<file path="config.mk">
export PLATFORM = sky130hd
export DESIGN_NAME = rrs_ring_dev_flat
export DESIGN_NICKNAME = d
export VERILOG_FILES = /design/src/rrs_pkg.sv /design/src/rrs_link_if.sv /design/src/rrs_ring_dev.sv /design/src/flat_wrapper.sv
export SDC_FILE = /design/constraint.sdc
export NUM_CORES = 1
export LEC_CHECK = 0
export BUFFER_PORTS_ARGS = -buffer_cell sky130_fd_sc_hd__buf_2
export CORE_ASPECT_RATIO = 0.8
export CORE_UTILIZATION = 40
export CTS_BUF_LIST = sky130_fd_sc_hd__clkbuf_4 sky130_fd_sc_hd__clkbuf_8 sky130_fd_sc_hd__clkbuf_16
export DETAILED_ROUTE_END_ITERATION = 8
export GPL_ROUTABILITY_DRIVEN = 0
export PLACE_DENSITY = 0.67
export REMOVE_ABC_BUFFERS = 1
export SETUP_SLACK_MARGIN = 0.02
export SLEW_MARGIN = 15
export SYNTH_ARGS = -nofsm -noshare
export SYNTH_HDL_FRONTEND = slang
export SYNTH_SLANG_ARGS = --single-unit
</file>
<file path="constraint.sdc">
create_clock -name core_clk -period 6 [get_ports core_clk]
set_input_delay 0.3 -clock core_clk [delete_from_list [all_inputs] [get_ports core_clk]]
set_output_delay 0.3 -clock core_clk [all_outputs]
set_load 0.01 [all_outputs]
</file>
<file path="src/rrs_pkg.sv">
/*
 * shared constants and types for the ring redundancy switching pair:
 * fault timeout, settle window, retry spacing, path states, output commands.
 * assumes a single 25 MHz core clock on both ends.
 */
package rrs_pkg;

    // ==================================================================
    // clock and timing
    // ==================================================================
    localparam int RRS_CLK_MHZ = 25;
    localparam int RRS_TMR_W = 12;
    // silence on a port longer than this declares the segment broken
    localparam int RRS_FRAME_TIMEOUT_US = 100;
    localparam int RRS_FRAME_TIMEOUT_CYC = RRS_FRAME_TIMEOUT_US * RRS_CLK_MHZ;
    // substation accesses are refused for this long after a switchover
    localparam int RRS_SETTLE_US = 20;
    localparam int RRS_SETTLE_CYC = RRS_SETTLE_US * RRS_CLK_MHZ;
    // host waits this long between two attempts of one access
    localparam int RRS_RETRY_GAP_US = 10;
    localparam int RRS_RETRY_GAP_CYC = RRS_RETRY_GAP_US * RRS_CLK_MHZ;
    localparam logic [RRS_TMR_W-1:0] RRS_TIMEOUT_LAST = RRS_TMR_W'(RRS_FRAME_TIMEOUT_CYC - 1);
    localparam logic [RRS_TMR_W-1:0] RRS_SETTLE_LOAD = RRS_TMR_W'(RRS_SETTLE_CYC);
    localparam logic [RRS_TMR_W-1:0] RRS_RETRY_GAP_LOAD = RRS_TMR_W'(RRS_RETRY_GAP_CYC);
    localparam logic [RRS_TMR_W-1:0] RRS_TMR_ZERO = 12'h000;

    // ==================================================================
    // retry count and reset values
    // ==================================================================
    localparam int RRS_RETRY_W = 3;
    localparam logic [RRS_RETRY_W-1:0] RRS_RETRY_MAX = 3'h3;
    localparam logic [RRS_RETRY_W-1:0] RRS_RETRY_ZERO = 3'h0;
    localparam logic [1:0] RRS_FAULT_NONE = 2'h0;

    // ==================================================================
    // types
    // ==================================================================
    // transmission path the device is using
    typedef enum logic [2:0] {
        RRS_PATH_PRIMARY,
        RRS_PATH_SECONDARY,
        RRS_PATH_SPLIT,
        RRS_PATH_CHAIN,
        RRS_PATH_FOLD,
        RRS_PATH_STOP
    } rrs_path_t;

    // command to the output modules
    typedef enum logic [1:0] {
        RRS_OUT_RUN,
        RRS_OUT_RESET,
        RRS_OUT_HOLD
    } rrs_out_t;

endpackage : rrs_pkg

</file>
<file path="src/rrs_link_if.sv">
/*
 * link between the redundancy device end and the controller (host) end.
 * assumes both ends run on the same core clock; no clocking block.
 */
interface rrs_link_if;
    import rrs_pkg::*;

    // ==================================================================
    // host to device
    // ==================================================================
    logic ioErrRun;     // io module error policy is continue
    logic commErrRun;   // subunit comm error policy is continue
    logic holdOnStop;   // stopped outputs held instead of reset
    logic switchAck;    // one-cycle clear of switchover flags
    logic accReq;       // one-cycle substation access request

    // ==================================================================
    // device to host
    // ==================================================================
    rrs_path_t path;
    logic switchFlag;   // sticky: any switchover happened
    logic lossFlag;     // sticky: loop split into chains, data may be lost
    logic majorFail;    // channel error raised as major failure
    logic systemStop;   // system halted
    logic undefinedState; // further break after split
    logic accDone;      // one-cycle answer to accReq
    logic accErr;       // with accDone: access failed

    modport dev (
        input ioErrRun, commErrRun, holdOnStop, switchAck, accReq,
        output path, switchFlag, lossFlag, majorFail, systemStop, undefinedState, accDone, accErr
    );
    modport host (
        output ioErrRun, commErrRun, holdOnStop, switchAck, accReq,
        input path, switchFlag, lossFlag, majorFail, systemStop, undefinedState, accDone, accErr
    );
endinterface : rrs_link_if

</file>
<file path="src/rrs_ring_dev.sv">
/*
 * device end of ring redundancy switching: per-port frame watchdogs,
 * loop/chain path state machine, switchover flags, output command,
 * and the answer to substation accesses.
 * assumes frame-valid pulses and switch levels synchronous to core_clk;
 * the host end drives the policy levels and acknowledges switchovers.
 */
// Notes on behaviour
// loop: primary carries traffic, secondary stands idle
// one ring broken: move to intact ring
// both rings broken: split into two chains
// flag loop-to-chain split; host checks and recovers
// loop switching needs run policies, shutdown off, loop on
// after split, run or stop follows switch and policy
// shutdown switch on: channel error is major failure
// chain break: last reachable station terminates chain
// fold-back needs run policies, shutdown off, loop off
// further break after split: state flagged undefined
// repair after split only with everything powered off
// host retries failed accesses after a switchover
// chain fold-back needs correct port cabling
// port silent past timeout marks segment broken
module rrs_ring_dev (
    input wire logic core_clk,
    input wire logic rst,
    rrs_link_if.dev link,
    input wire logic rxFrameValidPri,
    input wire logic rxFrameValidSec,
    input wire logic shutdownOnErrorSwitch,
    input wire logic loopTopologySwitch,
    output logic txPrimaryEn,
    output logic txSecondaryEn,
    output logic chainTerminator,
    output rrs_pkg::rrs_out_t outputCmd,
    output logic [1:0] channelFault
);
    import rrs_pkg::*;

    // ==================================================================
    // helpers
    // ==================================================================
    // watchdog count: clears on a frame, saturates at the last count
    function automatic logic [RRS_TMR_W-1:0] rrsWdogNext(
        input logic [RRS_TMR_W-1:0] cnt,
        input logic frame
    );
        logic [RRS_TMR_W-1:0] res;
        res = cnt;
        if (frame) begin
            res = RRS_TMR_ZERO;
        end else if (cnt != RRS_TIMEOUT_LAST) begin
            res = cnt + 12'h001;
        end
        return res;
    endfunction : rrsWdogNext

    // true for paths that are a switchover away from normal operation
    function automatic logic rrsIsSwitched(input rrs_path_t p);
        return (p == RRS_PATH_SECONDARY) || (p == RRS_PATH_SPLIT) || (p == RRS_PATH_FOLD);
    endfunction : rrsIsSwitched

    // ==================================================================
    // state
    // ==================================================================
    rrs_path_t stateQ, stateD;
    logic [RRS_TMR_W-1:0] wdogQ [2];
    logic [1:0] faultQ;
    logic [1:0] faultPrevQ;
    logic [RRS_TMR_W-1:0] settleQ;
    logic switchFlagQ, lossFlagQ, majorFailQ, undefinedQ;
    logic accDoneQ, accErrQ;
    logic txPriQ, txSecQ, termQ, stopQ;
    rrs_out_t outCmdQ;

    // ==================================================================
    // decoding
    // ==================================================================
    // enabling conditions from switches and controller policy
    wire logic policyRun = link.ioErrRun & link.commErrRun;
    wire logic loopSwitchEn = policyRun & ~shutdownOnErrorSwitch & loopTopologySwitch;
    wire logic foldBackEn = policyRun & ~shutdownOnErrorSwitch & ~loopTopologySwitch;
    wire logic stopCause = shutdownOnErrorSwitch | ~policyRun;
    wire logic [1:0] rxFrame = {rxFrameValidSec, rxFrameValidPri};
    wire logic [1:0] faultNew = faultQ & ~faultPrevQ;
    wire logic anyFault = |faultQ;
    wire logic bothFault = &faultQ;
    wire logic enterSwitched = (stateD != stateQ) && rrsIsSwitched(stateD);
    wire logic enterSplit = (stateD == RRS_PATH_SPLIT) && (stateQ != RRS_PATH_SPLIT);
    wire logic enterStop = (stateD == RRS_PATH_STOP) && (stateQ != RRS_PATH_STOP);
    // access refused while settling, stopped or on a broken working path
    wire logic pathBroken = ((stateQ == RRS_PATH_PRIMARY) && faultQ[0])
        || ((stateQ == RRS_PATH_SECONDARY) && faultQ[1])
        || ((stateQ == RRS_PATH_CHAIN) && faultQ[0]);
    wire logic accFail = (settleQ != RRS_TMR_ZERO) || (stateQ == RRS_PATH_STOP) || pathBroken;

    // ==================================================================
    // per-port frame watchdogs
    // ==================================================================
    // a segment is broken once its port has been silent for the timeout
    always_ff @(posedge core_clk) begin
        if (rst) begin
            wdogQ[0] <= RRS_TMR_ZERO;
            wdogQ[1] <= RRS_TMR_ZERO;
            faultQ <= RRS_FAULT_NONE;
            faultPrevQ <= RRS_FAULT_NONE;
        end else begin
            for (int i = 0; i < 2; i++) begin
                wdogQ[i] <= rrsWdogNext(wdogQ[i], rxFrame[i]);
                faultQ[i] <= ~rxFrame[i] & (wdogQ[i] == RRS_TIMEOUT_LAST);
            end
            faultPrevQ <= faultQ;
        end
    end

    // ==================================================================
    // path state machine
    // ==================================================================
    // next path from the port faults and the enabling conditions
    always_comb begin
        stateD = stateQ;
        case (stateQ)
            RRS_PATH_PRIMARY: begin
                if (!loopTopologySwitch) begin
                    stateD = RRS_PATH_CHAIN;
                end else if (bothFault) begin
                    stateD = loopSwitchEn ? RRS_PATH_SPLIT : RRS_PATH_STOP;
                end else if (faultQ[0]) begin
                    stateD = loopSwitchEn ? RRS_PATH_SECONDARY : RRS_PATH_STOP;
                end else if (faultQ[1] && !loopSwitchEn) begin
                    stateD = RRS_PATH_STOP;
                end
            end
            RRS_PATH_SECONDARY: begin
                if (faultQ[1]) begin
                    stateD = loopSwitchEn ? RRS_PATH_SPLIT : RRS_PATH_STOP;
                end else if (stopCause) begin
                    stateD = RRS_PATH_STOP;
                end
            end
            RRS_PATH_SPLIT: begin
                if (stopCause) begin
                    stateD = RRS_PATH_STOP;
                end
            end
            RRS_PATH_CHAIN: begin
                if (loopTopologySwitch) begin
                    stateD = RRS_PATH_PRIMARY;
                end else if (faultQ[0]) begin
                    stateD = foldBackEn ? RRS_PATH_FOLD : RRS_PATH_STOP;
                end
            end
            RRS_PATH_FOLD: begin
                if (stopCause) begin
                    stateD = RRS_PATH_STOP;
                end
            end
            RRS_PATH_STOP: begin
                stateD = RRS_PATH_STOP;
            end
            default: begin
                stateD = RRS_PATH_STOP;
            end
        endcase
    end

    // path register; reset always loads primary, topology switch off then moves it to chain
    always_ff @(posedge core_clk) begin
        if (rst) begin
            stateQ <= RRS_PATH_PRIMARY;
        end else begin
            stateQ <= stateD;
        end
    end

    // ==================================================================
    // port drive per path
    // ==================================================================
    // secondary idle in loop, both used and terminated when split
    always_ff @(posedge core_clk) begin
        if (rst) begin
            txPriQ <= 1'b0;
            txSecQ <= 1'b0;
            termQ <= 1'b0;
            stopQ <= 1'b0;
        end else begin
            txPriQ <= (stateD == RRS_PATH_PRIMARY) || (stateD == RRS_PATH_SPLIT)
                || (stateD == RRS_PATH_CHAIN) || (stateD == RRS_PATH_FOLD);
            txSecQ <= (stateD == RRS_PATH_SECONDARY) || (stateD == RRS_PATH_SPLIT);
            termQ <= (stateD == RRS_PATH_SPLIT) || (stateD == RRS_PATH_FOLD);
            stopQ <= (stateD == RRS_PATH_STOP);
        end
    end

    // ==================================================================
    // status flags
    // ==================================================================
    // sticky switchover flags; a new switchover wins over the clear
    always_ff @(posedge core_clk) begin
        if (rst) begin
            switchFlagQ <= 1'b0;
            lossFlagQ <= 1'b0;
            majorFailQ <= 1'b0;
            undefinedQ <= 1'b0;
        end else begin
            switchFlagQ <= enterSwitched | (switchFlagQ & ~link.switchAck);
            lossFlagQ <= enterSplit | (lossFlagQ & ~link.switchAck);
            if (shutdownOnErrorSwitch && anyFault && (stateQ != RRS_PATH_STOP)) begin
                majorFailQ <= 1'b1;
            end
            if ((stateQ == RRS_PATH_SPLIT) && (|faultNew)) begin
                undefinedQ <= 1'b1;
            end
        end
    end

    // ==================================================================
    // output command
    // ==================================================================
    // stopped outputs are reset or held as the host selects
    always_ff @(posedge core_clk) begin
        if (rst) begin
            outCmdQ <= RRS_OUT_RUN;
        end else if (stateD == RRS_PATH_STOP) begin
            outCmdQ <= link.holdOnStop ? RRS_OUT_HOLD : RRS_OUT_RESET;
        end else begin
            outCmdQ <= RRS_OUT_RUN;
        end
    end

    // ==================================================================
    // substation access answer
    // ==================================================================
    // settle window after each switchover; accesses inside it fail
    always_ff @(posedge core_clk) begin
        if (rst) begin
            settleQ <= RRS_TMR_ZERO;
            accDoneQ <= 1'b0;
            accErrQ <= 1'b0;
        end else begin
            if (enterSwitched || enterStop) begin
                settleQ <= RRS_SETTLE_LOAD;
            end else if (settleQ != RRS_TMR_ZERO) begin
                settleQ <= settleQ - 12'h001;
            end
            accDoneQ <= link.accReq;
            accErrQ <= link.accReq & accFail;
        end
    end

    // ==================================================================
    // outputs
    // ==================================================================
    assign txPrimaryEn = txPriQ;
    assign txSecondaryEn = txSecQ;
    assign chainTerminator = termQ;
    assign outputCmd = outCmdQ;
    assign channelFault = faultQ;
    assign link.path = stateQ;
    assign link.switchFlag = switchFlagQ;
    assign link.lossFlag = lossFlagQ;
    assign link.majorFail = majorFailQ;
    assign link.systemStop = stopQ;
    assign link.undefinedState = undefinedQ;
    assign link.accDone = accDoneQ;
    assign link.accErr = accErrQ;

endmodule : rrs_ring_dev

</file>
<file path="src/flat_wrapper.sv">
// flat-port wrapper written by rule: the top's interface ports become plain ports
module rrs_ring_dev_flat import rrs_pkg::*;
  (core_clk, rst, rxFrameValidPri, rxFrameValidSec, shutdownOnErrorSwitch, loopTopologySwitch, txPrimaryEn, txSecondaryEn, chainTerminator, outputCmd, channelFault, link_ioErrRun, link_commErrRun, link_holdOnStop, link_switchAck, link_accReq, link_path, link_switchFlag, link_lossFlag, link_majorFail, link_systemStop, link_undefinedState, link_accDone, link_accErr);
  rrs_link_if link_i ();
  input wire logic core_clk;
  input wire logic rst;
  input wire logic rxFrameValidPri;
  input wire logic rxFrameValidSec;
  input wire logic shutdownOnErrorSwitch;
  input wire logic loopTopologySwitch;
  output logic txPrimaryEn;
  output logic txSecondaryEn;
  output logic chainTerminator;
  output rrs_pkg::rrs_out_t outputCmd;
  output logic [1:0] channelFault;
  input wire logic [$bits(link_i.ioErrRun)-1:0] link_ioErrRun;
  input wire logic [$bits(link_i.commErrRun)-1:0] link_commErrRun;
  input wire logic [$bits(link_i.holdOnStop)-1:0] link_holdOnStop;
  input wire logic [$bits(link_i.switchAck)-1:0] link_switchAck;
  input wire logic [$bits(link_i.accReq)-1:0] link_accReq;
  output wire logic [$bits(link_i.path)-1:0] link_path;
  output wire logic [$bits(link_i.switchFlag)-1:0] link_switchFlag;
  output wire logic [$bits(link_i.lossFlag)-1:0] link_lossFlag;
  output wire logic [$bits(link_i.majorFail)-1:0] link_majorFail;
  output wire logic [$bits(link_i.systemStop)-1:0] link_systemStop;
  output wire logic [$bits(link_i.undefinedState)-1:0] link_undefinedState;
  output wire logic [$bits(link_i.accDone)-1:0] link_accDone;
  output wire logic [$bits(link_i.accErr)-1:0] link_accErr;
  assign link_i.ioErrRun = link_ioErrRun;
  assign link_i.commErrRun = link_commErrRun;
  assign link_i.holdOnStop = link_holdOnStop;
  assign link_i.switchAck = link_switchAck;
  assign link_i.accReq = link_accReq;
  assign link_path = link_i.path;
  assign link_switchFlag = link_i.switchFlag;
  assign link_lossFlag = link_i.lossFlag;
  assign link_majorFail = link_i.majorFail;
  assign link_systemStop = link_i.systemStop;
  assign link_undefinedState = link_i.undefinedState;
  assign link_accDone = link_i.accDone;
  assign link_accErr = link_i.accErr;
  rrs_ring_dev u_core (.core_clk(core_clk), .rst(rst), .link(link_i), .rxFrameValidPri(rxFrameValidPri), .rxFrameValidSec(rxFrameValidSec), .shutdownOnErrorSwitch(shutdownOnErrorSwitch), .loopTopologySwitch(loopTopologySwitch), .txPrimaryEn(txPrimaryEn), .txSecondaryEn(txSecondaryEn), .chainTerminator(chainTerminator), .outputCmd(outputCmd), .channelFault(channelFault));
endmodule
</file>
==> results of run 1 <==
## power groups by stage
stage | clock network (W) | registers, W | logic, W
final | 0.000257 | 0.000455 | 0.000278
after CTS | 0.000265 | 0.000455 | 0.000280
after global routing | 0.000282 | 0.000462 | 0.000316
after floorplan | 0 | 0.000462 | 0.000215
after global placement | 0 | 0.000462 | 0.000275
after detailed placement | 0 | 0.000463 | 0.000278
## flip-flops by register name, indices dropped and copies added (netlist names)
register	count
u_core.outputCmd	2
u_core.link.accErr	1
u_core.link.accDone	1
u_core.link.switchFlag	1
u_core.chainTerminator	1
u_core.txSecondaryEn	1
u_core.wdogQ	24
u_core.txPrimaryEn	1
u_core.link.majorFail	1
u_core.settleQ	12
u_core.channelFault	2
u_core.link.undefinedState	1
u_core.faultPrevQ	2
u_core.link.lossFlag	1
u_core.link.path	3
u_core.link.systemStop	1
## critical path, delay by kind of cell (launching register included)
kind             cells  cell delay [ns]
AO/OA/AOI/OAI        4             1.25
flip-flops           1             0.40
AND/OR/NAND/NOR      2             0.70
## cells in the mapped netlist (6+ instances only)
cell      count
nand2_1      19
xor2_1       15
dfxtp_1      55
o21ai_0       9
or2_2         6
nand3_1      13
a21oi_1      17
xnor2_1      12
and3b_1       6
clkbuf_1      6
nand2b_1      7
nor2_1       44
inv_1        10
nor3_1        8
## layout make-up
| type | count | area [um^2] | share of cell area |
|---|---|---|---|
| clock buffer | 5 | 68.8 | 0.0243 |
| sequential | 55 | 1100 | 0.389 |
| clock inverter | 3 | 50.0 | 0.0177 |
| inverter | 10 | 37.5 | 0.0133 |
| tap | 81 | 101 | 0.0358 |
| multi-input combinational | 217 | 1340 | 0.472 |
| timing repair buffer | 27 | 135 | 0.0477 |
## per-layer routing
layer  vias to the layer above  track usage
li1                       1054            -
met1                       894        0.191
met2                        33        0.247
met3                         2       0.0354
met4                         0       0.0317
met5                         -            0
## path summary, 6_finish.rpt
| kind | end | cells past startpoint |
|---|---|---|
| max | u_core.settleQ[1] | 6 |
| max reg2reg | u_core.settleQ[1] | 6 |
| min reg2reg | u_core.link.lossFlag | 2 |
| min | u_core.outputCmd[0] | 2 |
## cell families (layout without fill, tap and decap cells)
| group | count (synthesis) | after routing |
|---|---|---|
| muxes | 3 | 3 |
| AOI/OAI and AO/OA | 46 | 46 |
| DFF | 55 | 55 |
| and+or+nand+nor | 138 | 138 |
| xor gates and xnor gates | 27 | 27 |
| buffers and inverters | 21 | 45 |
| adders and majority gates | 3 | 3 |
## through the flow
step                instance area (um^2)  hold WS (ns)  cells  total power [W]
floorplan                           2480         0.367    282         0.000677
global placement                    2710         0.448    390         0.000737
detailed placement                  2710         0.455    390         0.000741
CTS                                 2830         0.148    398          0.00100
global route                        2830         0.164    398          0.00106
finish                              2830         0.159    398         0.000990
## cell usage in the layout (no fill, tap or decap), drive strengths merged, types with 2 or more instances in the layout
cell / count
dfxtp: 55
nor2: 45
buf: 27
nand2: 19
a21oi: 17
xor2: 15
nand3: 13
xnor2: 12
inv: 12
o21ai: 11
nor3: 8
nand2b: 7
or3: 7
or2: 6
and3b: 6
nor4: 6
nor2b: 5
clkbuf: 5
nand3b: 4
o22ai: 3
and3: 3
a31oi: 3
ha: 3
and2: 2
o211ai: 2
or4: 2
nand4: 2
mux2i: 2
==> impl_results.md, run 1 <==
* 1st-iter DRT viols at between 100 and 150
* Post-Route Utilization at 0.471
* Slew HR at 0.459
* Met3 WL at roughly 150 um
* Main synth FF type: dfxtp_1
* Lkg Pwr at 1.11 nW
* First-pass GRT wire length at between 7 and 8 mm
* R2r setup slk at approximately 3.6 ns
* Die area at about 6600 um^2
* Mapped Area at about 2500 um^2
* CP max stage cell: o22ai_1
* Vias at a little under 2k
* Post CTS Setup Buffer Count at 0
* Port bufs at 27
* Synth cell types at 49
* Hold buffer count at CTS at 0
* Top cell type's share of synthesized area at 0.435
* Chip Width at between 90 and 100 um
* Critical path launch point: u_core.channelFault[0]
* Status: completed
* CTS sink count at 55
* Starting density of the core at 0.421
* # DRC at 0
* XOR/XNOR share of the synthesized area at 0.0935
* Worst path max stage delay at 0.63 ns
* Internal power at between 0.0006 and 0.0007 W
* Antenna Cells at 0
* Tmin final at between 2 and 2.5 ns
* Adder-cell share of the synthesized area at 0.0148
* Router iterations before antenna repair at 4
* Clock Latency Late Sink at 0.31 ns
* Row count at 25
* Avg Inst Size Synth at 8.63 um^2
* Core box area at ~6000 um^2
* Maxcap violations at 0
* Comb pwr share at 0.281
* Via-to-Cell Ratio at roughly 5.0
* Cts repair resizes at 0
* H-tree levels at 2
* WS Path Type: flip-flop to flip-flop
* Sw Ratio at 0.321
* Nets at 330
* CTS tree: done
* P&R area growth vs syn at 11.9%
* Worst-path maximum fanout at 12
* Least-Margin Pin Slew at 0.811 ns
* Most used cell, CP: a21oi_1
* Fraction of layout cells with a size suffix above 1 at 0.151
* Pwr Density at roughly 350 nW/um^2
* VDD IR-drop max at between 0.15 and 0.2 mV
* Psw at around 0.00032 W
* Syn Inst Count at ~290
* Hold_sp: link_holdOnStop
* CP arrival at 2.66 ns
* Post-synth EDFFs at 0
* Max Buffers Root-to-Sink at 2
* Synth top area cells: dfxtp_1 44%, nor2_1 6.5%, xor2_1 5.2%
* Met1 WL at 2.34 mm
* Largest family of logic cells by synthesized area: simple AND/OR/NAND/NOR gates
* RSZ-0062 raised after global routing: no
* Sequential Power Share at 0.460
* Routed wire per std cell at 11.4 um
* Initial antenna violation count at 0
* Gr ovfl total at 0
* Clk slew on worst S/H paths at 0.11 ns
* CP Capture Type: flip-flop
* Seq/Total Area, Yosys at 0.435
* Setup-failing EPs final at 0
* Pre-CTS setup slack at 3.56 ns
* Synth warn at 0
* Final clock skew at approximately 0.013 ns
* CTS Buf Count at 5
* Hold WC Path Type: primary input to flip-flop
* WP data required at around 6.3 ns
* Final setup margin at between 3 and 4 ns
* I/O Pins at 28
* Synth async-reset ratio at 0
* Yosys reg bits at 55
* GRT Resource Usage Total at 0.146
* Worst flop-to-flop path startpoint: u_core.channelFault[0]
* Fillers at between 600 and 700
* Fin crit share at 0.403
* Routed WL at about 4.5 mm
* Worst path cell trace: or3b_1 -> a21oi_1 -> o311a_1 -> a21oi_1 -> o22ai_1 -> and3b_1
* Root Driver: clkbuf_8
* Fin. max-slew vios at 0
* Highest Signal Layer: met4
* Clock power share at 0.259
* Die H at between 70 and 80 um
* TNS Setup at 0 ns
* Vias in the first global route at roughly 1.8k
* Synth Area in Compound Gates at 0.111
* Post-route ant nets at 0
* Largest net degree at the start of global routing at 32
* WL met2 at 2.04 mm
* Multiplexer share of the synthesized area at 0.0124
* Simple-gate portion of the synthesized area at 0.297
* DP HPWL at 3.27 mm
* CP Launch Type: flip-flop
* Final Hold Viols at 0
* Fmax at ~410 MHz
* Yosys top cell by area: dfxtp_1
Power figures use the tool's default switching activity.
==> inputs of run 2 (changes only) <==
- clock period: 6 -> 2.3 ns (I/O delays scaled with it)
==> run 2 against run 1 <==
Compared with the run above: flip-flop and latch count stayed put; utilization is 0.81 points higher; maximum frequency is 15% higher; die area stayed put; global-route usage is 0.30 points higher; worst hold slack worse by 0.10 ns; combinational power grew to 2.8 times the previous value; sequential share of layout area is 0.66 points lower; largest power group unchanged.
==> impl_results.md, run 2 (synthesis results as in run 1) <==
* Least-Margin Pin Slew at 0.520 ns (was 0.811 ns)
* Worst flop-to-flop path startpoint: u_core.settleQ[2] (was u_core.channelFault[0])
* 1st-iter DRT viols at 117 (was 111)
* H-tree levels at 2 (unchanged)
* Tmin final at 2.10 ns (was 2.42 ns)
* Worst-path maximum fanout at 5 (was 12)
* GRT Resource Usage Total at 0.149 (was 0.146)
* Vias in the first global route at 1751 (was 1834)
* Core box area at 6010 um^2 (unchanged)
* Fillers at 609 (was 615)
* P&R area growth vs syn at 13.8% (was 11.9%)
* Slew HR at 0.654 (was 0.459)
* CP arrival at 2.27 ns (was 2.66 ns)
* Post-route ant nets at 0 (unchanged)
* Setup-failing EPs final at 0 (unchanged)
* Max reg flops at 24 (unchanged)
* Fmax at 477 MHz (was 414 MHz)
* Max Buffers Root-to-Sink at 2 (unchanged)
* CP Capture Type: flip-flop (unchanged)
* Chip Width at 90.9 um (unchanged)
* Router iterations before antenna repair at 4 (unchanged)
* Die H at 73.1 um (unchanged)
* Final Hold Viols at 0 (unchanged)
* Via-to-Cell Ratio at 5.04 (was 4.98)
* Pwr Density at 894 nW/um^2 (was 350 nW/um^2)
* Row count at 25 (unchanged)
* CTS Buf Count at 5 (unchanged)
* Port bufs at 27 (unchanged)
* Multi-input combinational cell area at 1340 um^2 (about the same)
* Nets at 337 (was 330)
* Fraction of layout cells with a size suffix above 1 at 0.167 (was 0.151)
* Lkg Pwr at 1.14 nW (was 1.11 nW)
* DP HPWL at 3.37 mm (was 3.27 mm)
* Largest net degree at the start of global routing at 32 (unchanged)
* CP Launch Type: flip-flop (unchanged)
* Initial antenna violation count at 0 (unchanged)
* Status: completed (unchanged)
* I/O Pins at 28 (unchanged)
* Most common cell after layout, fill and taps aside: dfxtp_1 (unchanged)
* Root Driver: clkbuf_8 (unchanged)
* Clock Latency Late Sink at 0.30 ns (was 0.31 ns)
* R2r setup slk at 0.20 ns (was 3.58 ns)
* Biggest register: u_core.wdogQ (unchanged)
* Vias at 2038 (was 1983)
* First-pass GRT wire length at 7.97 mm (was 7.94 mm)
* VDD IR-drop max at 0.398 mV (was 0.167 mV)
* R2r endpoint: u_core.settleQ[4] (was u_core.settleQ[1])
* FF/Latch Area at 1100 um^2 (unchanged)
* RSZ-0062 raised after global routing: no (unchanged)
* Final setup margin at 0.204 ns (was 3.58 ns)
* Maxcap violations at 0 (unchanged)
* Pre-CTS setup slack at 0.165 ns (was 3.56 ns)
* Hold_sp: link_accReq (was link_holdOnStop)
* Starting density of the core at 0.421 (unchanged)
* Routed wire per std cell at 11.9 um (was 11.4 um)
* # DRC at 0 (unchanged)
* Final clock skew at 0.00562 ns (was 0.0133 ns)
* Worst Reg-to-Reg Cells at 6 (unchanged)
* Clk slew on worst S/H paths at 0.09 ns (was 0.11 ns)
* Fin crit share at 0.911 (was 0.403)
* Antenna Cells at 0 (unchanged)
* Gr ovfl total at 0 (unchanged)
* Most frequent cells in the layout: 55 x dfxtp_1, 44 x nor2_1, 27 x buf_2 (unchanged)
* Hold path depth at 3 (was 2)
* CTS sink count at 55 (unchanged)
* Die area at 6650 um^2 (unchanged)
* WP data required at 2.48 ns (was 6.25 ns)
* Worst Hold Path EP: u_core.link.accDone (was u_core.outputCmd[0])
* WS Path Type: flip-flop to flip-flop (unchanged)
* Routed WL at 4.80 mm (was 4.55 mm)
* Fin. max-slew vios at 0 (unchanged)
* TNS Setup at 0 ns (unchanged)
* Hold WC Path Type: primary input to flip-flop (unchanged)
* CTS tree: done (unchanged)
-- run 2: cell types whose count changed in the layout (fill, tap and decap cells not counted), sizes merged --
cell and change:
inv -2, dlygate4sd3 +1, clkinvlp +1, buf +6
-- run 2: cell type report --
cell class              instances  area share
clock buffers                   5      0.0239
clock inverters                 2      0.0130
inverters                      10      0.0130
multi-input cells             217       0.467
flip-flops and latches         55       0.382
well taps                      81      0.0352
repair buffers                 34      0.0660
-- run 2: layer usage --
metal  part of all wire  GRT usage  vias to the layer above
li1                   -          -                     1065
met1               0.49      0.199                      938
met2               0.46      0.242                       29
met3              0.037     0.0469                        6
met4             0.0067     0.0247                        0
met5                  0          0                        -
-- run 2: worst max-delay path by stage --
stage | from | to | cells after the start
global route | u_core.settleQ[2] | u_core.settleQ[6] | 6
CTS | u_core.channelFault[1] | u_core.settleQ[10] | 6
floorplan | u_core.channelFault[0] | u_core.settleQ[0] | 6
detailed placement | u_core.channelFault[1] | u_core.settleQ[10] | 6
global placement | u_core.channelFault[1] | u_core.settleQ[3] | 6
finish | u_core.settleQ[2] | u_core.settleQ[4] | 6
-- run 2: through the flow --
step	instance area [um^2]	utilization	hold WS, ns	total power (W)	cells
2_1_floorplan	2480	-	0.182	0.00177	282
3_3_place_gp	2760	0.459	0.298	0.00195	396
3_5_place_dp	2760	0.459	0.304	0.00196	396
4_1_cts	2870	0.479	0.0567	0.00259	404
5_1_grt	2880	0.480	0.0675	0.00275	404
6_report	2880	0.480	0.0583	0.00258	404
-- run 2: worst max-delay path, cell delays in order (launching register included) --
cell     delay [ns]
dfxtp_1        0.36
or4_4          0.57
or3_4          0.43
o21ai_1        0.28
nor3_1         0.10
xnor2_1        0.16
a21oi_1        0.08
-- run 2: report_power, final --
part | switching [W] | total [W] | internal (W)
sequential | 0.000103 | 0.00117 | 0.00107
combinational | 0.000408 | 0.000777 | 0.000370
clock | 0.000306 | 0.000625 | 0.000318
total | 0.000817 | 0.00258 | 0.00176
-- run 2: timing repair --
action | in CTS | in global routing
hold buffers | 1 | 0
endpoints found under the hold margin | 1 | 0
buffers inserted | 0 | 0
gates resized for setup | 0 | 1
setup endpoints to repair | 0 | 12
